`src/logic/front_end_consts.svh`:
```
// Purpose: named constants for the odometer pin front end
// Assumes: included by bare name
// Notes:   definitions only
`ifndef FRONT_END_CONSTS_SVH
`define FRONT_END_CONSTS_SVH
// synchroniser slots, one per pin input
`define IN_SPEED        0
`define IN_DIR          1
`define IN_STRAP        2
`define IN_SDA          3
`define IN_SCL          4
`define IN_RXD          5
`define IN_COUNT        6
// idle levels: strap and serial pins high, odometry pins low
`define IN_RESET_LEVELS 6'h3c
`define SETTLE_CNT_LAST 2'h3
`define STRAP_SPI_LEVEL 1'h0
`define RTC_CLR_RESET   1'h1
`define IDLE_HIGH       1'h1
`define IDLE_LOW        1'h0
`endif

```
`src/logic/front_end_pkg.sv`:
```
// Purpose: shared types of the odometer pin front end
// Assumes: nothing
// Notes:   one-hot codes written out
package front_end_pkg;
    typedef enum logic [1:0] {
        STRAP_SETTLE = 2'b01,
        STRAP_HELD   = 2'b10
    } strap_state_e;
endpackage : front_end_pkg

```
`src/logic/odometer_pin_front_end.sv`:
```
// Purpose: pin front end for speed pulse, direction, strap, amp, grid pulse
// Assumes: core_clk 50 MHz, resetn async active low, clk_en freezes state
// Notes:   every pin input passes three flops before use
//
// Notes on behaviour
// - external reset also clears real-time clock
// - default: count speed pulse rising edges only
// - option counts both edges; equal mark/space
// - pulse rate linear in speed, one scale
// - speed pin reusable as message time mark
// - auto direction polarity at minimum speed
// - manual polarity setting overrides automatic one
// - host-supplied direction ignores direction pin
// - strap open: uart+i2c; low: spi only
// - shared pins routed by sampled strap
// - power save drives amplifier enable output
// - grid pulse train aligned to time grid
// - grid pulse disabled until configured
`include "front_end_consts.svh"
`timescale 1ns/1ns
`default_nettype none
module odometer_pin_front_end #(
    parameter int TICK_W   = 16,
    parameter int STAMP_W  = 32,
    parameter int PERIOD_W = 16
) (
    input  wire logic                core_clk,
    input  wire logic                resetn,
    input  wire logic                clk_en,
    input  wire logic                speed_pulse_in,
    input  wire logic                direction_in,
    input  wire logic                strap_sel_in,
    input  wire logic                cfg_both_edges,
    input  wire logic                cfg_ext_int_mode,
    input  wire logic                cfg_dir_manual,
    input  wire logic                cfg_dir_polarity,
    input  wire logic                cfg_dir_from_host,
    input  wire logic                host_dir_forward,
    input  wire logic                min_speed_reached,
    input  wire logic                motion_forward_ref,
    input  wire logic                power_save_mode,
    input  wire logic                amp_request,
    input  wire logic                grid_epoch_tick,
    input  wire logic                second_pulse_config_set,
    input  wire logic                cfg_pulse_enable,
    input  wire logic [PERIOD_W-1:0] cfg_pulse_period,
    input  wire logic [PERIOD_W-1:0] cfg_pulse_width,
    input  wire logic                i2c_sda_drive_low,
    input  wire logic                i2c_scl_drive_low,
    input  wire logic                uart_txd,
    input  wire logic                spi_miso,
    input  wire logic                spi_miso_oe,
    input  wire logic                sda_cs_in,
    output logic                     sda_cs_out,
    output logic                     sda_cs_oe,
    input  wire logic                scl_sck_in,
    output logic                     scl_sck_out,
    output logic                     scl_sck_oe,
    output logic                     txd_miso_out,
    output logic                     txd_miso_oe,
    input  wire logic                rxd_mosi_in,
    output logic                     rtc_clear,
    output logic [TICK_W-1:0]        tick_count,
    output logic                     tick_seen,
    output logic                     external_interrupt_one,
    output logic [STAMP_W-1:0]       mark_stamp,
    output logic                     forward,
    output logic                     direction_valid,
    output logic                     polarity_learned,
    output logic                     spi_enable,
    output logic                     serial_enable,
    output logic                     i2c_sda_in,
    output logic                     i2c_scl_in,
    output logic                     uart_rxd,
    output logic                     spi_select_low,
    output logic                     spi_serial_clock,
    output logic                     spi_mosi,
    output logic                     amp_enable_out,
    output logic                     grid_pulse_out,
    output logic                     grid_pulse_oe
);
////////////////////////////////////////////////////////////////////////////////
// input synchronisers; a level counts once stages two and three agree
    logic [`IN_COUNT-1:0] pin_raw;
    logic [`IN_COUNT-1:0] lvl_q;
    logic [`IN_COUNT-1:0] lvl_d;
    assign pin_raw = {rxd_mosi_in, scl_sck_in, sda_cs_in,
                      strap_sel_in, direction_in, speed_pulse_in};
    for (genvar i = 0; i < `IN_COUNT; i++) begin : g_sync
        logic s1_q, s2_q, s3_q;
        always_comb begin
            lvl_d[i] = (s2_q == s3_q) ? s3_q : lvl_q[i];
        end
        always_ff @(posedge core_clk or negedge resetn) begin
            if (!resetn) begin
                s1_q     <= 1'(`IN_RESET_LEVELS >> i);
                s2_q     <= 1'(`IN_RESET_LEVELS >> i);
                s3_q     <= 1'(`IN_RESET_LEVELS >> i);
                lvl_q[i] <= 1'(`IN_RESET_LEVELS >> i);
            end else if (clk_en) begin
                s1_q     <= pin_raw[i];
                s2_q     <= s1_q;
                s3_q     <= s2_q;
                lvl_q[i] <= lvl_d[i];
            end
        end
    end
////////////////////////////////////////////////////////////////////////////////
// speed pulse counting and time mark
    logic               spd_rise, spd_fall;
    logic [TICK_W-1:0]  tick_q, tick_d;
    logic               seen_q, seen_d, mark_q, mark_d, rtc_q;
    logic [STAMP_W-1:0] time_q, time_d, stamp_q, stamp_d;
    assign spd_rise = lvl_d[`IN_SPEED] & ~lvl_q[`IN_SPEED];
    assign spd_fall = ~lvl_d[`IN_SPEED] & lvl_q[`IN_SPEED];
    always_comb begin
        tick_d  = tick_q;
        seen_d  = 1'b0;
        mark_d  = 1'b0;
        stamp_d = stamp_q;
        time_d  = time_q + STAMP_W'(1);
        if (cfg_ext_int_mode) begin
            if (spd_rise) begin
                mark_d  = 1'b1;
                stamp_d = time_q;
            end
        end else if (spd_rise || (cfg_both_edges && spd_fall)) begin
            // one count per edge keeps distance linear in ticks
            tick_d = tick_q + TICK_W'(1);
            seen_d = 1'b1;
        end
    end
    // reset clears the rest of the block and sets the real-time clock request
    always_ff @(posedge core_clk or negedge resetn) begin
        if (!resetn) begin
            tick_q  <= '0;
            seen_q  <= 1'b0;
            mark_q  <= 1'b0;
            stamp_q <= '0;
            time_q  <= '0;
            rtc_q   <= `RTC_CLR_RESET;
        end else if (clk_en) begin
            tick_q  <= tick_d;
            seen_q  <= seen_d;
            mark_q  <= mark_d;
            stamp_q <= stamp_d;
            time_q  <= time_d;
            rtc_q   <= 1'b0;
        end
    end
////////////////////////////////////////////////////////////////////////////////
// direction polarity
    logic pol_q, pol_d, learned_q, learned_d, fwd_q, fwd_d, valid_q, valid_d;
    always_comb begin
        pol_d     = pol_q;
        learned_d = learned_q;
        if (!learned_q && min_speed_reached) begin
            pol_d     = lvl_q[`IN_DIR] ^ motion_forward_ref;
            learned_d = 1'b1;
        end
        if (cfg_dir_from_host) begin
            fwd_d   = host_dir_forward;
            valid_d = 1'b1;
        end else if (cfg_dir_manual) begin
            fwd_d   = lvl_q[`IN_DIR] ^ cfg_dir_polarity;
            valid_d = 1'b1;
        end else begin
            fwd_d   = lvl_q[`IN_DIR] ^ pol_q;
            valid_d = learned_q;
        end
    end
    always_ff @(posedge core_clk or negedge resetn) begin
        if (!resetn) begin
            pol_q     <= 1'b0;
            learned_q <= 1'b0;
            fwd_q     <= 1'b0;
            valid_q   <= 1'b0;
        end else if (clk_en) begin
            pol_q     <= pol_d;
            learned_q <= learned_d;
            fwd_q     <= fwd_d;
            valid_q   <= valid_d;
        end
    end
////////////////////////////////////////////////////////////////////////////////
// strap capture and shared pin routing
// limitation: spi clock is seen through five flops, so it must run slow
    front_end_pkg::strap_state_e st_q, st_d;
    logic [1:0] settle_q, settle_d;
    logic       spi_q, spi_d, ser_q, ser_d;
    logic [5:0] pin_q, pin_d;   // txd out/oe, scl out/oe, sda out/oe
    logic [5:0] eng_q, eng_d;   // sda, scl, rxd, cs_n, sck, mosi
    always_comb begin
        st_d     = st_q;
        settle_d = settle_q;
        spi_d    = spi_q;
        ser_d    = ser_q;
        case (st_q)
            front_end_pkg::STRAP_SETTLE: begin
                settle_d = settle_q + 2'h1;
                if (settle_q == `SETTLE_CNT_LAST) begin
                    // next level: the registered one still shows reset idle
                    spi_d = (lvl_d[`IN_STRAP] == `STRAP_SPI_LEVEL);
                    ser_d = ~spi_d;
                    st_d  = front_end_pkg::STRAP_HELD;
                end
            end
            front_end_pkg::STRAP_HELD: st_d = front_end_pkg::STRAP_HELD;
            default: st_d = front_end_pkg::STRAP_SETTLE;
        endcase
        pin_d = '0;
        eng_d = {`IDLE_HIGH, `IDLE_HIGH, `IDLE_HIGH,
                 `IDLE_HIGH, `IDLE_LOW, `IDLE_LOW};
        if (spi_q) begin
            pin_d = {spi_miso, spi_miso_oe, 4'h0};
            eng_d = {`IDLE_HIGH, `IDLE_HIGH, `IDLE_HIGH, lvl_q[`IN_SDA],
                     lvl_q[`IN_SCL], lvl_q[`IN_RXD]};
        end else if (ser_q) begin
            pin_d = {uart_txd, 1'b1, 1'b0, i2c_scl_drive_low,
                     1'b0, i2c_sda_drive_low};
            eng_d = {lvl_q[`IN_SDA], lvl_q[`IN_SCL], lvl_q[`IN_RXD],
                     `IDLE_HIGH, `IDLE_LOW, `IDLE_LOW};
        end
    end
    // pins stay released until the strap is taken
    always_ff @(posedge core_clk or negedge resetn) begin
        if (!resetn) begin
            st_q     <= front_end_pkg::STRAP_SETTLE;
            settle_q <= '0;
            spi_q    <= 1'b0;
            ser_q    <= 1'b0;
            pin_q    <= '0;
            eng_q    <= {`IDLE_HIGH, `IDLE_HIGH, `IDLE_HIGH,
                         `IDLE_HIGH, `IDLE_LOW, `IDLE_LOW};
        end else if (clk_en) begin
            st_q     <= st_d;
            settle_q <= settle_d;
            spi_q    <= spi_d;
            ser_q    <= ser_d;
            pin_q    <= pin_d;
            eng_q    <= eng_d;
        end
    end
////////////////////////////////////////////////////////////////////////////////
// amplifier enable and grid pulse
    logic                amp_q, amp_d, gen_q, gen_d, gp_q, gp_d, last;
    logic [PERIOD_W-1:0] epoch_q, epoch_d, wcnt_q, wcnt_d;
    assign last = (epoch_q + PERIOD_W'(1)) >= cfg_pulse_period;
    always_comb begin
        amp_d   = power_save_mode ? amp_request : 1'b1;
        gen_d   = second_pulse_config_set ? cfg_pulse_enable : gen_q;
        epoch_d = epoch_q;
        wcnt_d  = (wcnt_q != '0) ? wcnt_q - PERIOD_W'(1) : wcnt_q;
        if (!gen_q) begin
            epoch_d = '0;
            wcnt_d  = '0;
        end else if (grid_epoch_tick) begin
            epoch_d = last ? '0 : epoch_q + PERIOD_W'(1);
            if (last) begin
                wcnt_d = cfg_pulse_width;
            end
        end
        gp_d = gen_q && (wcnt_d != '0);
    end
    always_ff @(posedge core_clk or negedge resetn) begin
        if (!resetn) begin
            amp_q   <= 1'b1;
            gen_q   <= 1'b0;
            gp_q    <= 1'b0;
            epoch_q <= '0;
            wcnt_q  <= '0;
        end else if (clk_en) begin
            amp_q   <= amp_d;
            gen_q   <= gen_d;
            gp_q    <= gp_d;
            epoch_q <= epoch_d;
            wcnt_q  <= wcnt_d;
        end
    end
////////////////////////////////////////////////////////////////////////////////
    assign rtc_clear              = rtc_q;
    assign tick_count             = tick_q;
    assign tick_seen              = seen_q;
    assign external_interrupt_one = mark_q;
    assign mark_stamp             = stamp_q;
    assign forward                = fwd_q;
    assign direction_valid        = valid_q;
    assign polarity_learned       = learned_q;
    assign spi_enable             = spi_q;
    assign serial_enable          = ser_q;
    assign {txd_miso_out, txd_miso_oe, scl_sck_out, scl_sck_oe,
            sda_cs_out, sda_cs_oe} = pin_q;
    assign {i2c_sda_in, i2c_scl_in, uart_rxd, spi_select_low,
            spi_serial_clock, spi_mosi} = eng_q;
    assign amp_enable_out         = amp_q;
    assign grid_pulse_out         = gp_q;
    assign grid_pulse_oe          = gen_q;
endmodule : odometer_pin_front_end
`default_nettype wire

```
`config.mk`:
```
export PLATFORM = sky130hd
export DESIGN_NAME = odometer_pin_front_end
export DESIGN_NICKNAME = d
export VERILOG_FILES = /design/src/logic/front_end_pkg.sv /design/src/logic/odometer_pin_front_end.sv
export VERILOG_INCLUDE_DIRS = /design/src /design/src/logic
export SDC_FILE = /design/constraint.sdc
export NUM_CORES = 1
export LEC_CHECK = 0
export BUFFER_PORTS_ARGS = -buffer_cell sky130_fd_sc_hd__buf_2
export CAP_MARGIN = 30
export CELL_PAD_IN_SITES_DETAIL_PLACEMENT = 1
export CELL_PAD_IN_SITES_GLOBAL_PLACEMENT = 2
export CORE_MARGIN = 2
export CORE_UTILIZATION = 39
export CTS_CLUSTER_DIAMETER = 40
export DETAILED_ROUTE_END_ITERATION = 8
export GPL_TIMING_DRIVEN = 0
export PLACE_DENSITY_LB_ADDON = 0.2
export SYNTH_ARGS = -nofsm -noshare
export SYNTH_HDL_FRONTEND = slang
export SYNTH_SLANG_ARGS = --single-unit
```
`constraint.sdc`:
```
create_clock -name core_clk -period 6.1 [get_ports core_clk]
set_input_delay 0.61 -clock core_clk [delete_from_list [all_inputs] [get_ports core_clk]]
set_output_delay 0.61 -clock core_clk [all_outputs]
set_load 0.01 [all_outputs]
```
==> flow_summary.yaml, run 1 <==
status:
  status: "complete, no violations"
grt:
  overflow: 0
  grt_usage: 0.206
  antenna_found_initial: 0
  grt_pass1_vias: 6918
  grt_start_max_net_pins: 87
  grt_pass1_wl_mm: 36.0
synth:
  synth_seq_area_share: 0.509
  syn-cell-area_sq_um: 8020
  synth_seq_cells: 162
  synth_top_area_frac: 0.433
  synth_area_leaders: "dfrtp_1 43%, dfstp_2 7.5%, mux2_2 7.0%, xnor2_1 4.3%, ha_1 3.6%"
  yosysMostFrequentCell: "dfrtp_1"
  yosys.area.top_type: "dfrtp_1"
  synth_warnings: 0
  synth-edff-count: 0
  synth_cell_types: 64
  synth_ff_type: "dfrtp_1"
  synthTopCellsByCount: "139 x dfrtp_1, 50 x mux2_2, 49 x nand2_1, 49 x nor2_1, 47 x inv_1"
  synthCells: 751
  ys_async_sr_fraction: 1.00
  syn-mean-instance-area_sq_um: 10.7
cells_and_area:
  drive_gt1_frac: 0.273
  utilization: 0.477
  diodes: 0
  nets: 982
  design_area_sq_um: 9650
  syn2layout_area_growth_pct: 20.2
timing:
  skew_ns: 0.00866
  hold_viol: 0
  setup_viol: 0
  max_slew_margin: 0.388
  drv_slew: 0
  period_needed_ns: 4.52
  timing.setup.tns_ns: 0
  max_freq_mhz: 221
  fin_crit_sh: 0.741
  worstMarginPinSlew_ns: 0.911
  rsz0062_at_grt: "false"
cts:
  cts_buffers: 17
  ctsHoldBuffers: 0
  clk_path_buf_depth: 2
  clock-sinks: 162
  clk_pin_slew_ns: 0.07
  clockRootBuffer: "clkbuf_16"
  htree_num_levels: 4
  cts_resized: 0
  insertion_delay_ns: 0.43
  cts_tree: "yes"
  cts_setup_buffers: 0
die:
  initial_core_util: 0.397
  rows: 52
  die_y_um: 147
  io_pins: 130
  core_area_sq_um: 20200
  die_area_sq_um: 21700
  die_w_um: 147
setup_path:
  worst_ep_required_time_ns: 6.41
  cpMaxStageDelayCell: "clkbuf_1"
  cp.arrival_ns: 4.83
  critPathMaxFanout: 10
  slowest_delay_ns: 0.52
  startpoint_type: "flop"
  path_cells: "ha_1 > nand3_1 > nor2_1 > and3_1 > nand3_1 > xnor2_1 > ha_1 > a21oi_1 > a21boi_0 > o31ai_1 > o21a_1 > clkbuf_1 > clkbuf_1 > nor2_1 > o32ai_1"
  worst_setup_path_end_kind: "flop"
  worstSetupPathType: "reg -> reg"
place:
  hpwl_mm: 15.7
  port_buffers: 127
  place.gp.congestion: 0.863
  dpl-instance-area_sq_um: 9040
route:
  routed_via_density: 5.29
  routed_wl_mm: 21.4
  wire_per_inst_um: 18.1
  drc: 0
  drtAntennaViolNets: 0
  drt_first_pass_iters: 4
  vias: 6262
  drtIter0Drc: 235
pwr:
  power.density_nw_per_um2: 362
  power_w: 0.00349
  leakage_nw: 4.73
  ir_drop_v: 0.000206
worst_hold_path:
  min_path_type: "in -> async"
job:
  max_cap_violations: 0
-- layout make-up --
class / count / area (sq um)
tap: 270 / 338
inverter: 47 / 176
fill: 2277 / 10600
multi-input combinational: 508 / 3610
buffer: 35 / 161
clock inverter: 14 / 174
clock buffer: 18 / 429
timing repair buffer: 129 / 678
sequential: 162 / 4080
-- through the flow --
step                std cells  setup WS, ns  hold slack [ns]
floorplan                 752          2.67            0.314
global placement         1149          1.71            0.454
detailed placement       1150          1.55            0.463
CTS                      1182          1.48            0.186
finish                   1183          1.58            0.160
global route             1183          1.12            0.208
-- cells by family after synthesis --
kind of cell	after synthesis	share of synthesized area
buf+inv	82	0.0421
flops	162	0.509
compound gates	139	0.116
simple gates	215	0.138
other cells	1	0.000467
xor+xnor	65	0.0710
fa+ha+maj	24	0.0371
mux	63	0.0864
-- state kept, by name, indices dropped and copies added, names as in the netlist, 16 cells and up --
name / flops
wcnt_q: 16
epoch_q: 16
mark_stamp: 32
time_q: 32
tick_count: 16
-- worst paths after layout --
| kind | from | end | slack [ns] | depth (start not counted) |
|---|---|---|---|---|
| worst max register to register | epoch_q[0]$_DFFE_PN0P_ | wcnt_q[1]$_DFFE_PN0P_ | 1.58 | 15 |
| min in group core_clk | power_save_mode | amp_enable_out$_DFFE_PN1P_ | 0.34 | 2 |
| worst min-delay path | resetn | tick_count[7]$_DFFE_PN0P_ | 0.16 | 1 |
| worst max-delay path | epoch_q[0]$_DFFE_PN0P_ | wcnt_q[1]$_DFFE_PN0P_ | 1.58 | 15 |
| worst min register to register | tick_count[15]$_DFFE_PN0P_ | tick_count[15]$_DFFE_PN0P_ | 0.47 | 1 |
| max in group asynchronous | resetn | g_sync[2].s3_q$_DFFE_PN1P_ | 5.08 | 2 |
-- cells in the final DEF (no fill, tap or decap), types with 4 or more instances in the layout --
master     count
dfrtp_1      139
buf_2        129
mux2_2        50
nand2_1       49
nor2_1        49
inv_1         47
o21ai_0       41
xnor2_1       39
nand3_1       32
clkbuf_1      27
xor2_1        26
ha_1          23
dfstp_2       23
a21oi_1       19
clkbuf_16     17
nand4_1       14
a31oi_1       13
a22o_1        13
mux2i_1       13
nor3_1        12
nor4_1        10
and4_1         9
and3_1         8
o22ai_1        8
o2bb2ai_1      6
nor2b_1        5
nand2b_1       5
o31ai_1        5
a211oi_1       4
a21o_1         4
or4_1          4
-- report_power, final --
part           switching, W  total [W]  internal [W]
combinational      0.000581    0.00100      0.000422
sequential         0.000145    0.00139       0.00124
clock              0.000481    0.00110      0.000618
total               0.00121    0.00349       0.00228
-- worst max-delay path: cells and delay by family (launching register included) --
kind                     cells  cell delay (ns)
AO/OA/AOI/OAI                5             1.23
XOR/XNOR                     1             0.25
AND/OR/NAND/NOR              5             1.04
adder cells (fa/ha/maj)      2             0.57
buffers and inverters        2             0.87
flip-flops                   1             0.45
-- per-layer routing --
layer | global-route usage | part of all wire | wire length, um | vias up
li1 | - | - | - | 2965
met1 | 0.261 | 0.44 | 9430 | 3155
met2 | 0.364 | 0.51 | 11000 | 114
met3 | 0.0318 | 0.030 | 635 | 28
met4 | 0.0663 | 0.016 | 350 | 0
met5 | 0 | 0 | 0 | -
No activity file was read; power rests on OpenSTA's default activity.
==> inputs of run 2 (changes only) <==
- CORE_UTILIZATION: 39 -> 33
- clock period: 6.1 -> 4.11 ns (I/O delays scaled with it)
==> run 2 against run 1 <==
  * Die area is 18% higher
  * Global-route usage is 3.3 points lower
  * Power grew 49%
  * Critical path type unchanged
==> flow_summary.yaml, run 2 (synthesis gave the netlist of run 1 again) <==
setup_path:
  cpMaxStageDelayCell: "dfrtp_2"
  startpoint_type: "flop"
  critPathMaxFanout: 10
  r2r_end: "wcnt_q[1]$_DFFE_PN0P_"
  path_buf_inv: 1
  path_cells: "ha_1 > nand3_1 > nor2_2 > and3_2 > nand3_1 > xnor2_1 > ha_1 > a21oi_1 > a21boi_0 > o31ai_2 > o21a_2 > clkbuf_4 > nor2_1 > o32ai_1"
  critPathTopFamily: "compound AO/OA/AOI/OAI gates"
  worstSetupPathType: "reg -> reg"
  worst_ep_required_time_ns: 4.43
  rr_startpoint: "epoch_q[0]$_DFFE_PN0P_"
  r2r_cells: 14
  reg2reg_slack_ns: 0.39
  worst_setup_path_end_kind: "flop"
  slowest_delay_ns: 0.42
  cp.arrival_ns: 4.04
die:
  core_area_sq_um: 24100
  rows: 57
  initial_core_util: 0.333
  io_pins: 130
  die_area_sq_um: 25600
  die_w_um: 160
  die_y_um: 160
timing:
  period_needed_ns: 3.72
  fin_crit_sh: 0.906
  timing.setup.tns_ns: 0
  hold_viol: 0
  worstMarginPinSlew_ns: 0.842
  max_slew_margin: 0.434
  drv_slew: 0
  max_freq_mhz: 269
  rsz0062_at_grt: "false"
  setup_viol: 0
  skew_ns: 0.0138
cells_and_area:
  nets: 983
  drive_gt1_frac: 0.284
  instances_no_fill: 1238
  final_cell_mix: "138 x dfrtp_1, 129 x buf_2, 50 x mux2_2"
  diodes: 0
  syn2layout_area_growth_pct: 21.7
  mostFrequentLayoutCell: "dfrtp_1"
  fillers: 2806
  design_area_sq_um: 9760
worst_hold_path:
  min_path_cells: 2
  min_path_type: "in -> reg"
  min_from: "power_save_mode"
  hold_path_end: "amp_enable_out$_DFFE_PN1P_"
cts:
  cts_tree: "yes"
  cts_buffers: 17
  clockRootBuffer: "clkbuf_16"
  clk_pin_slew_ns: 0.07
  clock-sinks: 162
  htree_num_levels: 4
  clk_path_buf_depth: 2
  insertion_delay_ns: 0.44
route:
  vias: 6238
  routed_via_density: 5.04
  routed_wl_mm: 21.1
  drc: 0
  drtAntennaViolNets: 0
  wire_per_inst_um: 17.1
  drtIter0Drc: 281
  drt_first_pass_iters: 5
grt:
  antenna_found_initial: 1
  grt_start_max_net_pins: 109
  grt_usage: 0.173
  grt_pass1_wl_mm: 35.1
  overflow: 0
  grt_pass1_vias: 6476
pwr:
  power.density_nw_per_um2: 532
  leakage_nw: 4.75
  ir_drop_v: 0.000257
place:
  hpwl_mm: 15.3
  place.gp.congestion: 0.829
  port_buffers: 127
  dp_cells: 1205
  dpl-instance-area_sq_um: 9110
job:
  max_cap_violations: 0
status:
  status: "complete, no violations"
## run 2: changes by cell type in the layout (fill, tap and decap cells not counted), sizes merged, moves of 2 or more
cell    change
buf         +3
bufinv      -2
clkbuf      -4
clkinv      +2
inv         +2
## run 2: repair_timing
| item | CTS | global route |
|---|---|---|
| pin swaps | 0 | 1 |
| gates cloned | 0 | 0 |
| resized for setup | 4 | 7 |
| endpoints found under the hold margin | 54 | 0 |
| setup buffers | 0 | 2 |
| setup endpoints to repair | 14 | 32 |
| hold buffers | 1 | 0 |
## run 2: worst max-delay path by stage
stage | from | to | slack, ns | cells past startpoint
finish | epoch_q[0]$_DFFE_PN0P_ | wcnt_q[1]$_DFFE_PN0P_ | 0.39 | 14
global route | epoch_q[0]$_DFFE_PN0P_ | wcnt_q[1]$_DFFE_PN0P_ | 0.04 | 14
floorplan | epoch_q[0]$_DFFE_PN0P_ | wcnt_q[4]$_DFFE_PN0P_ | 0.68 | 15
global placement | epoch_q[0]$_DFFE_PN0P_ | wcnt_q[1]$_DFFE_PN0P_ | -0.24 | 15
detailed placement | epoch_q[0]$_DFFE_PN0P_ | wcnt_q[1]$_DFFE_PN0P_ | -0.34 | 15
CTS | epoch_q[0]$_DFFE_PN0P_ | wcnt_q[3]$_DFFE_PN0P_ | 0.04 | 13
## run 2: final cells by class
type | count | area, sq um | area share
Buffer | 33 | 161 | 0.0165
Clock buffer | 17 | 425 | 0.0436
Clock inverter | 15 | 185 | 0.0190
Inverter | 47 | 176 | 0.0181
Multi-Input combinational cell | 508 | 3620 | 0.371
Sequential cell | 162 | 4080 | 0.418
Tap cell | 324 | 405 | 0.0415
Timing Repair Buffer | 132 | 703 | 0.0720
## run 2: report_power, final
group / internal [W] / total [W] / switching [W]
clock network: 0.000828 / 0.00163 / 0.000798
registers: 0.00184 / 0.00206 / 0.000216
logic: 0.000626 / 0.00151 / 0.000881
total: 0.00329 / 0.00519 / 0.00189
## run 2: metal layers
layer | up-vias | part of all wire | track usage
li1 | 2972 | - | -
met4 | 2 | 0.013 | 0.0475
met2 | 109 | 0.48 | 0.287
met5 | - | 0.00033 | 0
met3 | 24 | 0.038 | 0.0364
met1 | 3131 | 0.46 | 0.231
## run 2: stage by stage
step	hold WS (ns)	utilization	setup WS, ns	total power [W]
after floorplan	0.115	-	0.682	0.00307
after global placement	0.456	0.376	-0.244	0.00356
after detailed placement	0.379	0.378	-0.342	0.00359
after CTS	0.102	0.404	0.0422	0.00524
after global routing	0.130	0.405	0.0361	0.00551
final	0.128	0.405	0.388	0.00519
==> inputs of run 3 (changes only) <==
- CORE_UTILIZATION: 33 -> 37
- PLACE_DENSITY: unset -> 0.81
- PLACE_DENSITY_LB_ADDON: 0.2 -> unset
- clock period: 4.11 -> 3.8 ns (I/O delays scaled with it)
==> run 3 against run 2 <==
  * Power increased by 7.4%
  * Clock skew decreased by 0.0013 ns
  * Combinational power increased by 7%
  * Die area decreased by 11%
  * Critical path depth decreased by 2
  * Largest cell class unchanged
  * Register-to-register slack got worse by 0.07 ns
  * Design area about the same
  * Via count about the same
  * Largest power group unchanged
  * Fmax increased by 6.9%
  * Sequential power increased by 8%
==> flow_summary.yaml, run 3 (synthesis gave the netlist of run 1 again) <==
pwr:
  ir_drop_v: 0.000341
  p_clk_frac: 0.311
  switching_share: 0.359
  leakage_nw: 4.77
  power.density_nw_per_um2: 571
  p_switching_w: 0.00200
  power_w: 0.00557
  p_int_w: 0.00357
  power_frac_comb: 0.290
  seqPwrFrac: 0.399
cts:
  cts_tree: "yes"
  clk_path_buf_depth: 2
  htree_num_levels: 4
  clock-sinks: 162
  insertion_delay_ns: 0.43
  clockRootBuffer: "clkbuf_16"
  clk_pin_slew_ns: 0.07
  cts_buffers: 17
grt:
  antenna_found_initial: 1
  grt_pass1_vias: 6554
  grt_start_max_net_pins: 123
  grt_usage: 0.189
  overflow: 0
  grt_pass1_wl_mm: 33.9
timing:
  skew_ns: 0.0125
  period_needed_ns: 3.48
  hold_viol: 0
  worstMarginPinSlew_ns: 0.755
  max_slew_margin: 0.497
  fin_ws_ns: 0.319
  setup_viol: 0
  drv_slew: 0
  max_freq_mhz: 287
  fin_hold_ws_ns: 0.100
  fin_crit_sh: 0.916
worst_hold_path:
  min_path_cells: 2
  min_path_type: "in -> reg"
route:
  vias: 6240
  wire_per_inst_um: 17.4
  drt_first_pass_iters: 4
  drc: 0
  routed_wl_mm: 20.7
  routed_via_density: 5.24
  drtIter0Drc: 155
  drtAntennaViolNets: 0
setup_path:
  worst_ep_required_time_ns: 4.13
  critPathMaxFanout: 10
  worst_setup_path_end_kind: "flop"
  startpoint_type: "flop"
  r2r_cells: 12
  worstSetupPathType: "reg -> reg"
  cp.arrival_ns: 3.81
job:
  max_cap_violations: 0
place:
  place.gp.congestion: 0.839
  hpwl_mm: 14.8
  port_buffers: 127
  post-place-ws_ns: -0.583
cells_and_area:
  final_cell_mix: "138 x dfrtp_1, 129 x buf_2, 50 x mux2_2"
  multi_input_area_sq_um: 3670
  utilization: 0.461
  mostFrequentLayoutCell: "dfrtp_1"
  regArea_sq_um: 4080
  syn2layout_area_growth_pct: 21.6
  diodes: 0
  fillers: 2376
  drive_gt1_frac: 0.293
  nets: 984
die:
  die_w_um: 151
  initial_core_util: 0.379
  die_area_sq_um: 22900
  io_pins: 130
  core_area_sq_um: 21200
  die_y_um: 151
  rows: 53
status:
  status: "complete, no violations"
run 3: metrics by stage:
| step | std cells | TNS (ns) | cell area, sq um |
|---|---|---|---|
| after floorplan | 752 | 0 | 8030 |
| after global placement | 1154 | -48.82 | 9010 |
| after detailed placement | 1156 | -6.44 | 9050 |
| after CTS | 1190 | 0 | 9700 |
| after global routing | 1190 | -0.000681 | 9760 |
| final | 1190 | 0 | 9760 |
run 3: path summary, 6_finish.rpt:
check,end,from,slack [ns]
worst min register to register,time_q[31]$_DFFE_PN0P_,time_q[31]$_DFFE_PN0P_,0.47
worst max register to register,grid_pulse_out$_DFFE_PN0P_,epoch_q[2]$_DFFE_PN0P_,0.32
worst min-delay path,amp_enable_out$_DFFE_PN1P_,power_save_mode,0.10
worst max-delay path,grid_pulse_out$_DFFE_PN0P_,epoch_q[2]$_DFFE_PN0P_,0.32
max in group asynchronous,epoch_q[0]$_DFFE_PN0P_,resetn,2.39
min in group asynchronous,tick_count[10]$_DFFE_PN0P_,resetn,0.43
run 3: timing repair:
| action | in CTS | in global routing |
|---|---|---|
| hold buffers | 1 | 0 |
| gates resized for setup | 7 | 11 |
| hold endpoints to repair | 40 | 0 |
| setup endpoints to repair | 22 | 32 |
| setup buffers | 2 | 0 |
| pin swaps | 0 | 1 |
run 3: layout make-up:
cell class | instances | share of cell area
buffer | 33 | 0.0164
clock buffer | 17 | 0.0436
clock inverter | 15 | 0.0192
inverter | 47 | 0.0181
multi-input combinational | 508 | 0.376
sequential | 162 | 0.419
tap | 275 | 0.0353
timing repair buffer | 133 | 0.0728
run 3: layer usage:
metal | track usage | vias up | wire (um)
li1 | - | 2968 | -
met4 | 0.0724 | 0 | 552
met2 | 0.307 | 115 | 9910
met1 | 0.249 | 3116 | 9470
met3 | 0.0398 | 41 | 728
met5 | 0 | - | 0
run 3: power by group through the flow:
stage          Combinational (W)  Clock (W)  Sequential [W]
2_1_floorplan            0.00110          0         0.00222
3_5_place_dp             0.00159          0         0.00225
3_3_place_gp             0.00157          0         0.00224
6_report                 0.00162    0.00173         0.00222
5_1_grt                  0.00181    0.00186         0.00227
4_1_cts                  0.00161    0.00178         0.00222
run 3: critical path, cell delays in order, from the launching register on:
cell	delay [ns]
dfrtp_1	0.48
and4_1	0.24
nand4_1	0.27
nor2_2	0.28
and3_1	0.20
xor2_1	0.23
ha_1	0.28
a21boi_0	0.15
o31ai_2	0.36
o21a_2	0.25
buf_4	0.25
o21ai_0	0.16
o221ai_1	0.22
